[src/verilog/dmarfc_pkg.sv]
// dmarfc_pkg: constants and types for the dma remap fault classifier
// assumes a single core clock domain; no other file defines these names
package dmarfc_pkg;

   // fault reason codes
   localparam logic [3:0] FR_NONE         = 4'h0;
   localparam logic [3:0] FR_ROOT_NP      = 4'h1;
   localparam logic [3:0] FR_CTX_NP       = 4'h2;
   localparam logic [3:0] FR_CTX_BADPROG  = 4'h3;
   localparam logic [3:0] FR_ADDR_WIDTH   = 4'h4;
   localparam logic [3:0] FR_WRITE_PERM   = 4'h5;
   localparam logic [3:0] FR_READ_PERM    = 4'h6;
   localparam logic [3:0] FR_PT_FETCH     = 4'h7;
   localparam logic [3:0] FR_RT_FETCH     = 4'h8;
   localparam logic [3:0] FR_CT_FETCH     = 4'h9;
   localparam logic [3:0] FR_ROOT_RSVD    = 4'ha;
   localparam logic [3:0] FR_CTX_RSVD     = 4'hb;
   localparam logic [3:0] FR_PT_RSVD      = 4'hc;

   // completion status: ur for a blocked read, sc for any other answer
   localparam logic [2:0] CPL_SC          = 3'h0;
   localparam logic [2:0] CPL_UR          = 3'h1;

   // apb register byte offsets
   localparam logic [11:0] REG_CTRL       = 12'h000;
   localparam logic [11:0] REG_CAP        = 12'h004;
   localparam logic [11:0] REG_FAULT      = 12'h008;
   localparam logic [11:0] REG_SRCID      = 12'h00c;
   localparam logic [11:0] REG_ADDR_LO    = 12'h010;
   localparam logic [11:0] REG_COUNT      = 12'h014;

   // control field positions and reset values
   localparam int CTRL_EN_BIT             = 0;
   localparam int CTRL_ZLEN_BIT           = 1;
   localparam int CTRL_MAXW_LSB           = 8;
   localparam logic [31:0] CTRL_RST       = 32'h0000_3001;
   // supported domain widths: 39 and 48 bits (one bit each in cap)
   localparam logic [2:0] SGAW_RST        = 3'h3;

   // fault register field positions
   localparam int FLT_VALID_BIT           = 31;
   localparam int FLT_QUAL_BIT            = 30;
   localparam int FLT_REPORT_BIT          = 29;

   typedef enum logic [1:0] {
      DMARFC_IDLE  = 2'b00,
      DMARFC_EVAL  = 2'b01,
      DMARFC_DONE  = 2'b10
   } dmarfc_state_t;

endpackage

[src/verilog/dmarfc_top.sv]
// dmarfc_top: classifies each untranslated dma request against the root,
// context and page-table lookup results and blocks faulting requests.
// assumes the walker presents all lookup results together with req_valid,
// and holds them until resp_valid; apb is on the same clock.
`timescale 1ns/100ps

module dmarfc_top
   import dmarfc_pkg::*;
#(
   parameter int ADW = 64
) (
   input  wire logic            core_clk,
   input  wire logic            arst_n,
   // request from the walker
   input  wire logic            req_valid,
   input  wire logic            req_is_write,
   input  wire logic            req_zero_len,
   input  wire logic [ADW-1:0]  req_addr,
   input  wire logic [15:0]     req_src_id,
   input  wire logic            req_behind_pci_bridge,
   input  wire logic [15:0]     req_bridge_id,
   input  wire logic            req_internal_err,
   // root / context / pte lookup results
   input  wire logic            rt_fetch_err,
   input  wire logic            root_present,
   input  wire logic            root_rsvd_nz,
   input  wire logic            ct_fetch_err,
   input  wire logic            ctx_present,
   input  wire logic            ctx_rsvd_nz,
   input  wire logic [2:0]      domain_width_field,
   input  wire logic [1:0]      ctx_trans_type,
   input  wire logic            fault_report_disable,
   input  wire logic            table_root_fetch_err,
   input  wire logic            pt_fetch_err,
   input  wire logic            pte_read,
   input  wire logic            pte_write,
   input  wire logic            pte_rsvd_nz,
   // result
   output logic                 resp_valid,
   output logic                 resp_blocked,
   output logic [3:0]           resp_reason,
   output logic                 resp_qualified,
   output logic                 resp_report,
   output logic [2:0]           resp_cpl_status,
   output logic [15:0]          resp_ctx_src_id,
   output logic                 resp_over_hw_width,
   output logic                 platform_err,
   // apb slave
   input  wire logic            psel,
   input  wire logic            penable,
   input  wire logic            pwrite,
   input  wire logic [11:0]     paddr,
   input  wire logic [31:0]     pwdata,
   output logic [31:0]          prdata,
   output logic                 pready,
   output logic                 pslverr
);
   import dmarfc_pkg::*;

   typedef struct packed {
      dmarfc_state_t  state;
      logic [31:0]    ctrl;
      logic           blocked;
      logic [3:0]     reason;
      logic           qualified;
      logic           report;
      logic [2:0]     cpl;
      logic [15:0]    src_id;
      logic           over_hw;
      logic           plat_err;
      logic           valid;
      logic [31:0]    last_fault;
      logic [15:0]    last_src;
      logic [31:0]    last_addr;
      logic [31:0]    fault_count;
      logic [31:0]    prdata;
      logic           pready;
      logic           pslverr;
   } dmarfc_regs_t;

   dmarfc_regs_t r_r;
   dmarfc_regs_t r_nxt;
   logic         rst_n;
   // kept out of the state struct: the only state on the raw reset
   logic [1:0]   rst_sync_r;

   // supported domain width code -> width in bits (39 + 9*code)
   function automatic logic [6:0] width_of(input logic [2:0] code);
      width_of = 7'd39 + 7'(9 * code);
   endfunction

   // true when any address bit at or above position w is set
   function automatic logic beyond(input logic [ADW-1:0] a, input logic [6:0] w);
      logic res;
      res = 1'b0;
      for (int i = 0; i < ADW; i++) begin
         if (i >= int'(w) && a[i]) begin
            res = 1'b1;
         end
      end
      beyond = res;
   endfunction

   // reset release through two flops, the first read only by the second
   always_ff @(posedge core_clk or negedge arst_n) begin
      if (!arst_n) begin
         rst_sync_r <= 2'b00;
      end else begin
         rst_sync_r <= {rst_sync_r[0], 1'b1};
      end
   end
   assign rst_n = rst_sync_r[1];

   always_comb begin
      logic [6:0] max_w;
      logic [6:0] lim;
      logic       sgaw_ok;
      logic       fault;
      logic [3:0] rsn;
      logic       qual;
      logic       apb_acc;
      max_w   = r_r.ctrl[CTRL_MAXW_LSB +: 7];
      lim     = 7'd0;
      sgaw_ok = 1'b0;
      fault   = 1'b1;
      rsn     = FR_NONE;
      qual    = 1'b0;
      apb_acc = psel && penable;
      r_nxt   = r_r;
      r_nxt.valid  = 1'b0;
      r_nxt.pready = 1'b0;
      r_nxt.pslverr = 1'b0;

      lim = (width_of(domain_width_field) < max_w) ? width_of(domain_width_field) : max_w;
      if (domain_width_field < 3'd3) begin
         sgaw_ok = SGAW_RST[domain_width_field[1:0]];
      end

      // checks in lookup order; the first hit wins
      if (rt_fetch_err) begin
         rsn = FR_RT_FETCH;
      end else if (!root_present) begin
         rsn = FR_ROOT_NP;
      end else if (root_rsvd_nz) begin
         rsn = FR_ROOT_RSVD;
      end else if (ct_fetch_err) begin
         rsn = FR_CT_FETCH;
      end else if (!ctx_present) begin
         rsn = FR_CTX_NP;
      end else if (ctx_rsvd_nz) begin
         rsn = FR_CTX_RSVD;
      end else if (!sgaw_ok || ctx_trans_type != 2'b00 || table_root_fetch_err) begin
         rsn = FR_CTX_BADPROG;
      end else if (beyond(req_addr, lim)) begin
         rsn = FR_ADDR_WIDTH;
      end else if (pt_fetch_err) begin
         rsn = FR_PT_FETCH;
      end else if ((pte_read || pte_write) && pte_rsvd_nz) begin
         rsn = FR_PT_RSVD;
      end else if (req_is_write && !pte_write) begin
         rsn = FR_WRITE_PERM;
      end else if (!req_is_write && !pte_read
                   && !(r_r.ctrl[CTRL_ZLEN_BIT] && req_zero_len && pte_write)) begin
         rsn = FR_READ_PERM;
      end else begin
         fault = 1'b0;
      end
      // root presence, root reserved and root/context table fetch faults are unqualified
      qual = fault && (rsn >= FR_CTX_NP) && (rsn <= FR_PT_FETCH || rsn >= FR_CTX_RSVD)
             && rsn != FR_RT_FETCH;

      case (r_r.state)
         DMARFC_IDLE: begin
            if (req_valid && r_r.ctrl[CTRL_EN_BIT]) begin
               r_nxt.state = DMARFC_EVAL;
            end
         end
         DMARFC_EVAL: begin
            r_nxt.valid    = 1'b1;
            r_nxt.state    = DMARFC_DONE;
            // internal errors are not remapping faults
            r_nxt.plat_err = req_internal_err;
            r_nxt.blocked  = req_internal_err || fault;
            r_nxt.reason   = req_internal_err ? FR_NONE : rsn;
            r_nxt.qualified = !req_internal_err && qual;
            r_nxt.report   = !req_internal_err && fault && (!qual || !fault_report_disable);
            r_nxt.cpl      = (!req_is_write && (fault || req_internal_err)) ? CPL_UR : CPL_SC;
            r_nxt.src_id   = req_behind_pci_bridge ? req_bridge_id : req_src_id;
            r_nxt.over_hw  = beyond(req_addr, max_w);
            if (fault && !req_internal_err) begin
               r_nxt.last_fault  = {1'b1, qual, r_nxt.report, 25'h0, rsn};
               r_nxt.last_src    = r_nxt.src_id;
               r_nxt.last_addr   = req_addr[31:0];
               r_nxt.fault_count = r_r.fault_count + 32'h1;
            end
         end
         DMARFC_DONE: begin
            // one idle cycle so a held request is not evaluated twice
            r_nxt.state = DMARFC_IDLE;
         end
         default: r_nxt.state = DMARFC_IDLE;
      endcase

      // apb: answers in the access cycle's following edge (one wait state)
      if (apb_acc && !r_r.pready) begin
         r_nxt.pready = 1'b1;
         r_nxt.prdata = 32'h0;
         if (paddr == REG_CTRL) begin
            r_nxt.prdata = r_r.ctrl;
         end else if (paddr == REG_CAP) begin
            r_nxt.prdata = {29'h0, SGAW_RST};
         end else if (paddr == REG_FAULT) begin
            r_nxt.prdata = r_r.last_fault;
         end else if (paddr == REG_SRCID) begin
            r_nxt.prdata = {16'h0, r_r.last_src};
         end else if (paddr == REG_ADDR_LO) begin
            r_nxt.prdata = r_r.last_addr;
         end else if (paddr == REG_COUNT) begin
            r_nxt.prdata = r_r.fault_count;
         end else begin
            r_nxt.pslverr = 1'b1;
         end
      end
      // a write lands only at the edge that completes the transfer
      if (apb_acc && r_r.pready && pwrite) begin
         if (paddr == REG_CTRL) begin
            r_nxt.ctrl = {17'h0, pwdata[14:8], 6'h0, pwdata[1:0]};
         end else if (paddr == REG_FAULT) begin
            // write one to valid bit clears; a new fault in this cycle wins
            if (pwdata[FLT_VALID_BIT] && !(r_r.state == DMARFC_EVAL && fault)) begin
               r_nxt.last_fault = 32'h0;
            end
         end
      end
   end

   always_ff @(posedge core_clk or negedge rst_n) begin
      if (!rst_n) begin
         r_r.state       <= DMARFC_IDLE;
         r_r.ctrl        <= CTRL_RST;
         r_r.blocked     <= 1'b0;
         r_r.reason      <= FR_NONE;
         r_r.qualified   <= 1'b0;
         r_r.report      <= 1'b0;
         r_r.cpl         <= CPL_SC;
         r_r.src_id      <= 16'h0;
         r_r.over_hw     <= 1'b0;
         r_r.plat_err    <= 1'b0;
         r_r.valid       <= 1'b0;
         r_r.last_fault  <= 32'h0;
         r_r.last_src    <= 16'h0;
         r_r.last_addr   <= 32'h0;
         r_r.fault_count <= 32'h0;
         r_r.prdata      <= 32'h0;
         r_r.pready      <= 1'b0;
         r_r.pslverr     <= 1'b0;
      end else begin
         r_r.state       <= r_nxt.state;
         r_r.ctrl        <= r_nxt.ctrl;
         r_r.blocked     <= r_nxt.blocked;
         r_r.reason      <= r_nxt.reason;
         r_r.qualified   <= r_nxt.qualified;
         r_r.report      <= r_nxt.report;
         r_r.cpl         <= r_nxt.cpl;
         r_r.src_id      <= r_nxt.src_id;
         r_r.over_hw     <= r_nxt.over_hw;
         r_r.plat_err    <= r_nxt.plat_err;
         r_r.valid       <= r_nxt.valid;
         r_r.last_fault  <= r_nxt.last_fault;
         r_r.last_src    <= r_nxt.last_src;
         r_r.last_addr   <= r_nxt.last_addr;
         r_r.fault_count <= r_nxt.fault_count;
         r_r.prdata      <= r_nxt.prdata;
         r_r.pready      <= r_nxt.pready;
         r_r.pslverr     <= r_nxt.pslverr;
      end
   end

   assign resp_valid         = r_r.valid;
   assign resp_blocked       = r_r.blocked;
   assign resp_reason        = r_r.reason;
   assign resp_qualified     = r_r.qualified;
   assign resp_report        = r_r.report;
   assign resp_cpl_status    = r_r.cpl;
   assign resp_ctx_src_id    = r_r.src_id;
   assign resp_over_hw_width = r_r.over_hw;
   assign platform_err       = r_r.plat_err;
   assign prdata             = r_r.prdata;
   assign pready             = r_r.pready;
   assign pslverr            = r_r.pslverr;

endmodule

[config.mk]
export PLATFORM = sky130hd
export DESIGN_NAME = dmarfc_top
export DESIGN_NICKNAME = d
export VERILOG_FILES = /design/src/verilog/dmarfc_pkg.sv /design/src/verilog/dmarfc_top.sv
export SDC_FILE = /design/constraint.sdc
export NUM_CORES = 1
export LEC_CHECK = 0
export ABC_CLOCK_PERIOD_IN_PS = 11780
export BUFFER_PORTS_ARGS = -buffer_cell sky130_fd_sc_hd__buf_2
export CAP_MARGIN = 20
export CORE_UTILIZATION = 35
export DETAILED_ROUTE_END_ITERATION = 6
export GPL_ROUTABILITY_DRIVEN = 0
export GPL_TIMING_DRIVEN = 0
export HOLD_SLACK_MARGIN = 0.15
export PLACE_DENSITY = 0.64
export SETUP_SLACK_MARGIN = 0.1
export SYNTH_ARGS = -nofsm -noshare
export SYNTH_HDL_FRONTEND = slang
export SYNTH_SLANG_ARGS = --single-unit
[constraint.sdc]
create_clock -name core_clk -period 11.78 [get_ports core_clk]
set_clock_uncertainty 0.05 [all_clocks]
set_input_delay 0.589 -clock core_clk [delete_from_list [all_inputs] [get_ports core_clk]]
set_output_delay 0.589 -clock core_clk [all_outputs]
set_load 0.01 [all_outputs]
After elaboration in Yosys (flattened, before gate mapping)
Index checks and enable logic that the tools add are counted.
Operators by class
  add/subtract/negate cells: 2
  multipliers: 1
  div/mod/pow operators: 0
  order comparisons: 134
  equality and inequality tests: 8
  shift-type cells: 0
  multiplexer cells: 187
  bitwise logic cells: 0
  reduce and logical (&&, ||, !) cells: 169
Operators with widths (count)
  greater-or-equal comparator 6 x 7 -> 1 bit, first input constant: 64
  two-way mux 32 bit: 10
  greater-or-equal comparator 5 x 7 -> 1 bit, first input constant: 32
  two-way mux 1 bit: 156
  logical AND 1 bit: 148
  two-way mux 113 bit: 1
  greater-or-equal comparator 4 x 7 -> 1 bit, first input constant: 16
  two-way mux 112 bit: 1
  greater-or-equal comparator 3 x 7 -> 1 bit, first input constant: 8
  two-way mux 4 bit: 11
  adder 32 x 1 -> 32 bit, second input constant: 1
  greater-or-equal comparator 1 x 7 -> 1 bit, first input constant: 4
  greater-or-equal comparator 2 x 7 -> 1 bit, first input constant: 4
  == test 12 x 4 -> 1 bit, second input constant: 2
  == test 12 x 5 -> 1 bit, second input constant: 2
  two-way mux 16 bit: 1
  == test 12 x 3 -> 1 bit, second input constant: 1
  logical NOT 12 bit: 1
  logical NOT 1 bit: 10
  adder 6 x 7 -> 7 bit, first input constant: 1
  < comparator 7 bit: 1
  multiplier 4 x 3 -> 7 bit, first input constant: 1
  two-way mux 7 bit: 1
  logical OR 1 bit: 6
  15 further kinds: 18
Word-level totals
  flip-flop bits (word level): 186
  latch bits: 0
  RAM bits: 0
  ROM bits: 0
  output and inout port bits: 63
  word-level logic and storage cells: 520
  memories: 0

Logic depth before layout (Yosys ltp)
  word-level depth: 98
  depth in mapped cells: 23

Worst setup path after synthesis
OpenSTA, ideal clock, no wires.
  path type: in2reg
  from: in domain_width_field[0]
  to: reg r_r[68] (netlist bit)
  setup time: 0.125 ns
  arrival time: 4.915 ns
  required time: 11.605 ns
  setup slack: 6.691 ns
  cell stages on the path: 19
  cell sequence: ha_1 -> ha_1 -> a211oi_1 -> and2_1 -> inv_1 -> clkbuf_1 -> ha_1 -> o21ai_0 -> o21bai_1 -> clkbuf_1 -> clkbuf_1 -> o221ai_1 -> o211ai_1 -> o21ai_0 -> a2111oi_2 -> o2111ai_2 -> o31ai_4 -> buf_2 -> mux2_2
On the way
  cells in the longest elaborated chain, start to end: 87
RTL lines
  start, declared: RTL line dmarfc_top.sv:30  | input wire logic [2:0] domain_width_field,
  multiplier 4 x 3 -> 7 bit: RTL line dmarfc_top.sv:89  | width_of = 7'd39 + 7'(9 * code);
  adder 6 x 7 -> 7 bit: RTL line dmarfc_top.sv:89
  < comparator 7 bit: RTL line dmarfc_top.sv:134  | lim = (width_of(domain_width_field) < max_w) ? width_of(domain_width_field) : max_w;
  two-way mux 7 bit: RTL line dmarfc_top.sv:134
  greater-or-equal comparator 1 x 7 -> 1 bit: RTL line dmarfc_top.sv:97  | if (i >= int'(w) && a[i]) begin
  logical AND 1 bit: RTL line dmarfc_top.sv:97
  two-way mux 1 bit (64 in a row): RTL line dmarfc_top.sv:97
  two-way mux 1 bit: RTL line dmarfc_top.sv:152  | end else if (!sgaw_ok || ctx_trans_type != 2'b00 || table_root_fetch_err) begin
  [... 8 more ...]
  two-way mux 1 bit *: RTL line dmarfc_top.sv:150  | end else if (ctx_rsvd_nz) begin
  two-way mux 1 bit *: RTL line dmarfc_top.sv:148  | end else if (!ctx_present) begin
  two-way mux 1 bit *: RTL line dmarfc_top.sv:146  | end else if (ct_fetch_err) begin
  two-way mux 1 bit *: RTL line dmarfc_top.sv:144  | end else if (root_rsvd_nz) begin
  two-way mux 1 bit *: RTL line dmarfc_top.sv:142  | end else if (!root_present) begin
  two-way mux 1 bit *: RTL line dmarfc_top.sv:140  | if (rt_fetch_err) begin
  logical AND 1 bit *: RTL line dmarfc_top.sv:190  | if (fault && !req_internal_err) begin
  AND reduction 2 bit (no source line) *
  end, declared: RTL line dmarfc_top.sv:81  | dmarfc_regs_t r_r;
Mark *: on every way between the ends. The rest lies on a longest branch, timed or not. The select of a mux whose other input is x is not followed.
A chain may end at the register's enable or synchronous reset.

Worst setup path after layout
  from: in domain_width_field[2]
  to: reg r_r[85] (netlist bit)
The elaborated chain is that of the path after synthesis.

==> flow_summary.yaml <==
placement:
  hpwl_um: 31900
  numPortBuffers: 203
  place_ws_ps: 4910
sta:
  setup_ws_ps: 4920
  timing.fmax_mhz: 146
  tightest_slew_ps: 1120
  slew-limit-headroom_pct: 24.7
  fin_setup_tns_ps: 0
  finalSetupViolations: 0
  fin_crit_sh_pct: 58.2
  slew_viol_final: 0
  final-hold-violation-count: 0
  rsz0062_at_grt: "no"
  fin_crit_ps: 6860
route:
  drt_iter0_drc: 1912
  remaining_drc_errors: 227
  vias: 11500
  wire_per_inst_um: 21.4
  dr.pass1.iters: 7
  postRouteAntennaNets: 0
  routed_via_density: 5.87
  drt_wl_total_um: 42000
clock_network:
  cts_tree: "built"
  cts_resized: 0
  post_cts_buffers: 0
  cts_made_buffers: 17
  cts_sinks: 186
  clk_pin_slew_worst_paths_ps: 70
  ctsHoldBuffers: 1
  root_buffer: "clkbuf_16"
  clk_latency_ps: 430
  clockBufferDepth: 2
  cts_max_level: 4
cells_and_area:
  nets: 1694
  syn2layout_area_growth_pct: 19.8
  drive_gt1_share_pct: 26.0
  diodes: 0
  fillCellCount: 3185
global_routing:
  grt_overflow: 0
  gr-usage-all-layers_pct: 25.1
  first_global_vias: 10900
  grt_max_degree: 72
  antenna_found_initial: 0
  grt_pass1_wl_um: 64000
worst_setup_path:
  end_kind: "register"
  startpoint_type: "input pin"
  path_class: "input pin to register"
  rr_endpoint: "r_r[85]"
  regToRegSetupSlack_ps: 5450
  r2r_start: "r_r[187]"
  crit_required_ps: 12040
  crit_arrival_ps: 7120
  crit_fanout: 10
  r2r_cells: 16
pwr:
  p_leak_nw: 6.23
  ir_drop_v: 0.0000685
  clkPwrFrac_pct: 39.3
  power_mw: 1.47
  p_int_mw: 1.06
  p_comb_share_pct: 14.5
  swShare_pct: 27.6
  powerDensity_mw_per_mm2: 108
  power.share.sequential_pct: 46.1
  switchingPower_mw: 0.405
min_path:
  min_delay_path_depth: 0
  holdCritStartpoint: "rst_sync_r[0]"
  whs_endpoint: "rst_sync_r[1]"
  min_path_type: "register to register"
logic_synthesis:
  netlist_instances: 1283
  ys_ff_latch: 186
  synth_common_cells: "dfrtp_1, nand2_1, o21ai_0"
  yosysSeqAreaShare_pct: 40.9
  synth_most_common_cell: "dfrtp_1"
  synth-edff-count: 0
  synth_area_per_cell_um2: 8.88
  synth_area_leaders: "dfrtp_1, o21ai_0, mux2_2"
  synth.distinct_cells: 83
  synth_warnings: 0
  synth_top_area_cell: "dfrtp_1"
  synth_ff_type: "dfrtp_1"
  netlist.area_leader.share_pct: 40.2
  netlist_area_mm2: 0.0114
  synthArstFlopShare_pct: 100
die:
  row_count: 65
  ios: 230
  die_y_um: 182
  initial_core_util_pct: 35.8
  die_x_um: 182
  die_area_mm2: 0.0333
  core_mm2: 0.0318
outcome:
  status: "finished with violations"
  violations: "DRC"
job:
  drv_cap: 0
[logic make-up after synthesis]
logic type | Yosys count | share of synthesized area [%]
other cells | 2 | 0.0659
compound gates | 381 | 22.0
fa+ha+maj | 15 | 1.63
xor+xnor | 33 | 2.60
simple gates | 399 | 16.7
mux | 84 | 8.00
flops | 186 | 40.9
buf+inv | 183 | 8.14
[critical path: stages]
cell,delay [ps]
buf_2,140
ha_1,190
ha_1,300
a211oi_1,490
and2_1,320
inv_1,190
clkbuf_1,280
ha_1,360
o21ai_0,130
o21bai_1,270
clkbuf_1,450
clkbuf_1,510
o221ai_1,220
o211ai_1,160
o21ai_0,200
a2111oi_2,390
o2111ai_2,470
o31ai_4,670
buf_2,410
mux2_2,370
[how the worst max path moves through the flow]
stage | from | end | cells after the start
finish | domain_width_field[2] | r_r[85] | 20
global route | domain_width_field[2] | r_r[117] | 22
CTS | domain_width_field[2] | r_r[142] | 21
detailed placement | domain_width_field[2] | r_r[134] | 21
global placement | rst_sync_r[1] | prdata[19] | 0
floorplan | rst_sync_r[1] | platform_err | 0
[placed cells by master (no fill, tap or decap), drive strengths merged, types with 5 or more instances in the layout]
cell type / instances
a2111oi: 7
a211oi: 17
a21o: 8
a21oi: 69
a221oi: 14
a222oi: 6
a22oi: 26
a31oi: 28
and2: 28
and3: 7
buf: 298
clkbuf: 75
clkinv: 8
dfrtp: 183
ha: 14
inv: 40
mux2: 56
mux2i: 28
nand2: 140
nand3: 32
nand4: 13
nor2: 83
nor3: 40
nor3b: 6
nor4: 22
o2111ai: 7
o211ai: 14
o21ai: 130
o221ai: 5
o311a: 6
o31ai: 5
or4: 6
xor2: 29
[layer usage]
layer,track usage [%],part of all wire [%],vias to the layer above
met4,9.92,4.3,2
met2,38.3,43,788
met5,0,0.10,-
li1,-,-,5099
met3,8.52,11,225
met1,32.7,41,5389
[power groups by stage]
stage                     clock network (mW)  registers (mW)  logic (mW)
after floorplan                            0           0.688       0.111
after global placement                     0           0.697       0.190
after detailed placement                   0           0.689       0.202
after CTS                              0.586           0.677       0.203
after global routing                   0.616           0.679       0.226
final                                  0.578           0.677       0.213
[flip-flops by register name, summed over array words and instances (netlist names)]
| name | flops |
|---|---|
| r_r | 123 |
| prdata | 32 |
| resp_ctx_src_id | 16 |
| resp_reason | 4 |
| rst_sync_r | 2 |
| platform_err | 1 |
| pready | 1 |
| pslverr | 1 |
| resp_blocked | 1 |
| resp_cpl_status | 1 |
| resp_over_hw_width | 1 |
| resp_qualified | 1 |
| resp_report | 1 |
| resp_valid | 1 |
[area by class of cell]
class                      instances  area (µm²)  share of cell area, %
buffer                           145         785                   5.75
clock buffer                      19         453                   3.32
clock inverter                    13         140                   1.03
inverter                          38         143                   1.05
multi-input combinational        915        5810                   42.6
sequential                       186        4660                   34.2
tap                              435         544                   3.99
timing repair buffer             210        1110                   8.11
[through the flow]
stage          util (%)  cells  hold slack [ps]  instance area [µm²]
3_5_place_dp       41.0   1926              291                13000
3_3_place_gp       40.7   1922              288                13000
6_report           42.9   1961              304                13600
5_1_grt            42.9   1961              316                13600
2_1_floorplan         -   1284              243                11400
4_1_cts            42.9   1959              307                13600
Note: power is estimated with default switching activity, not from simulation.
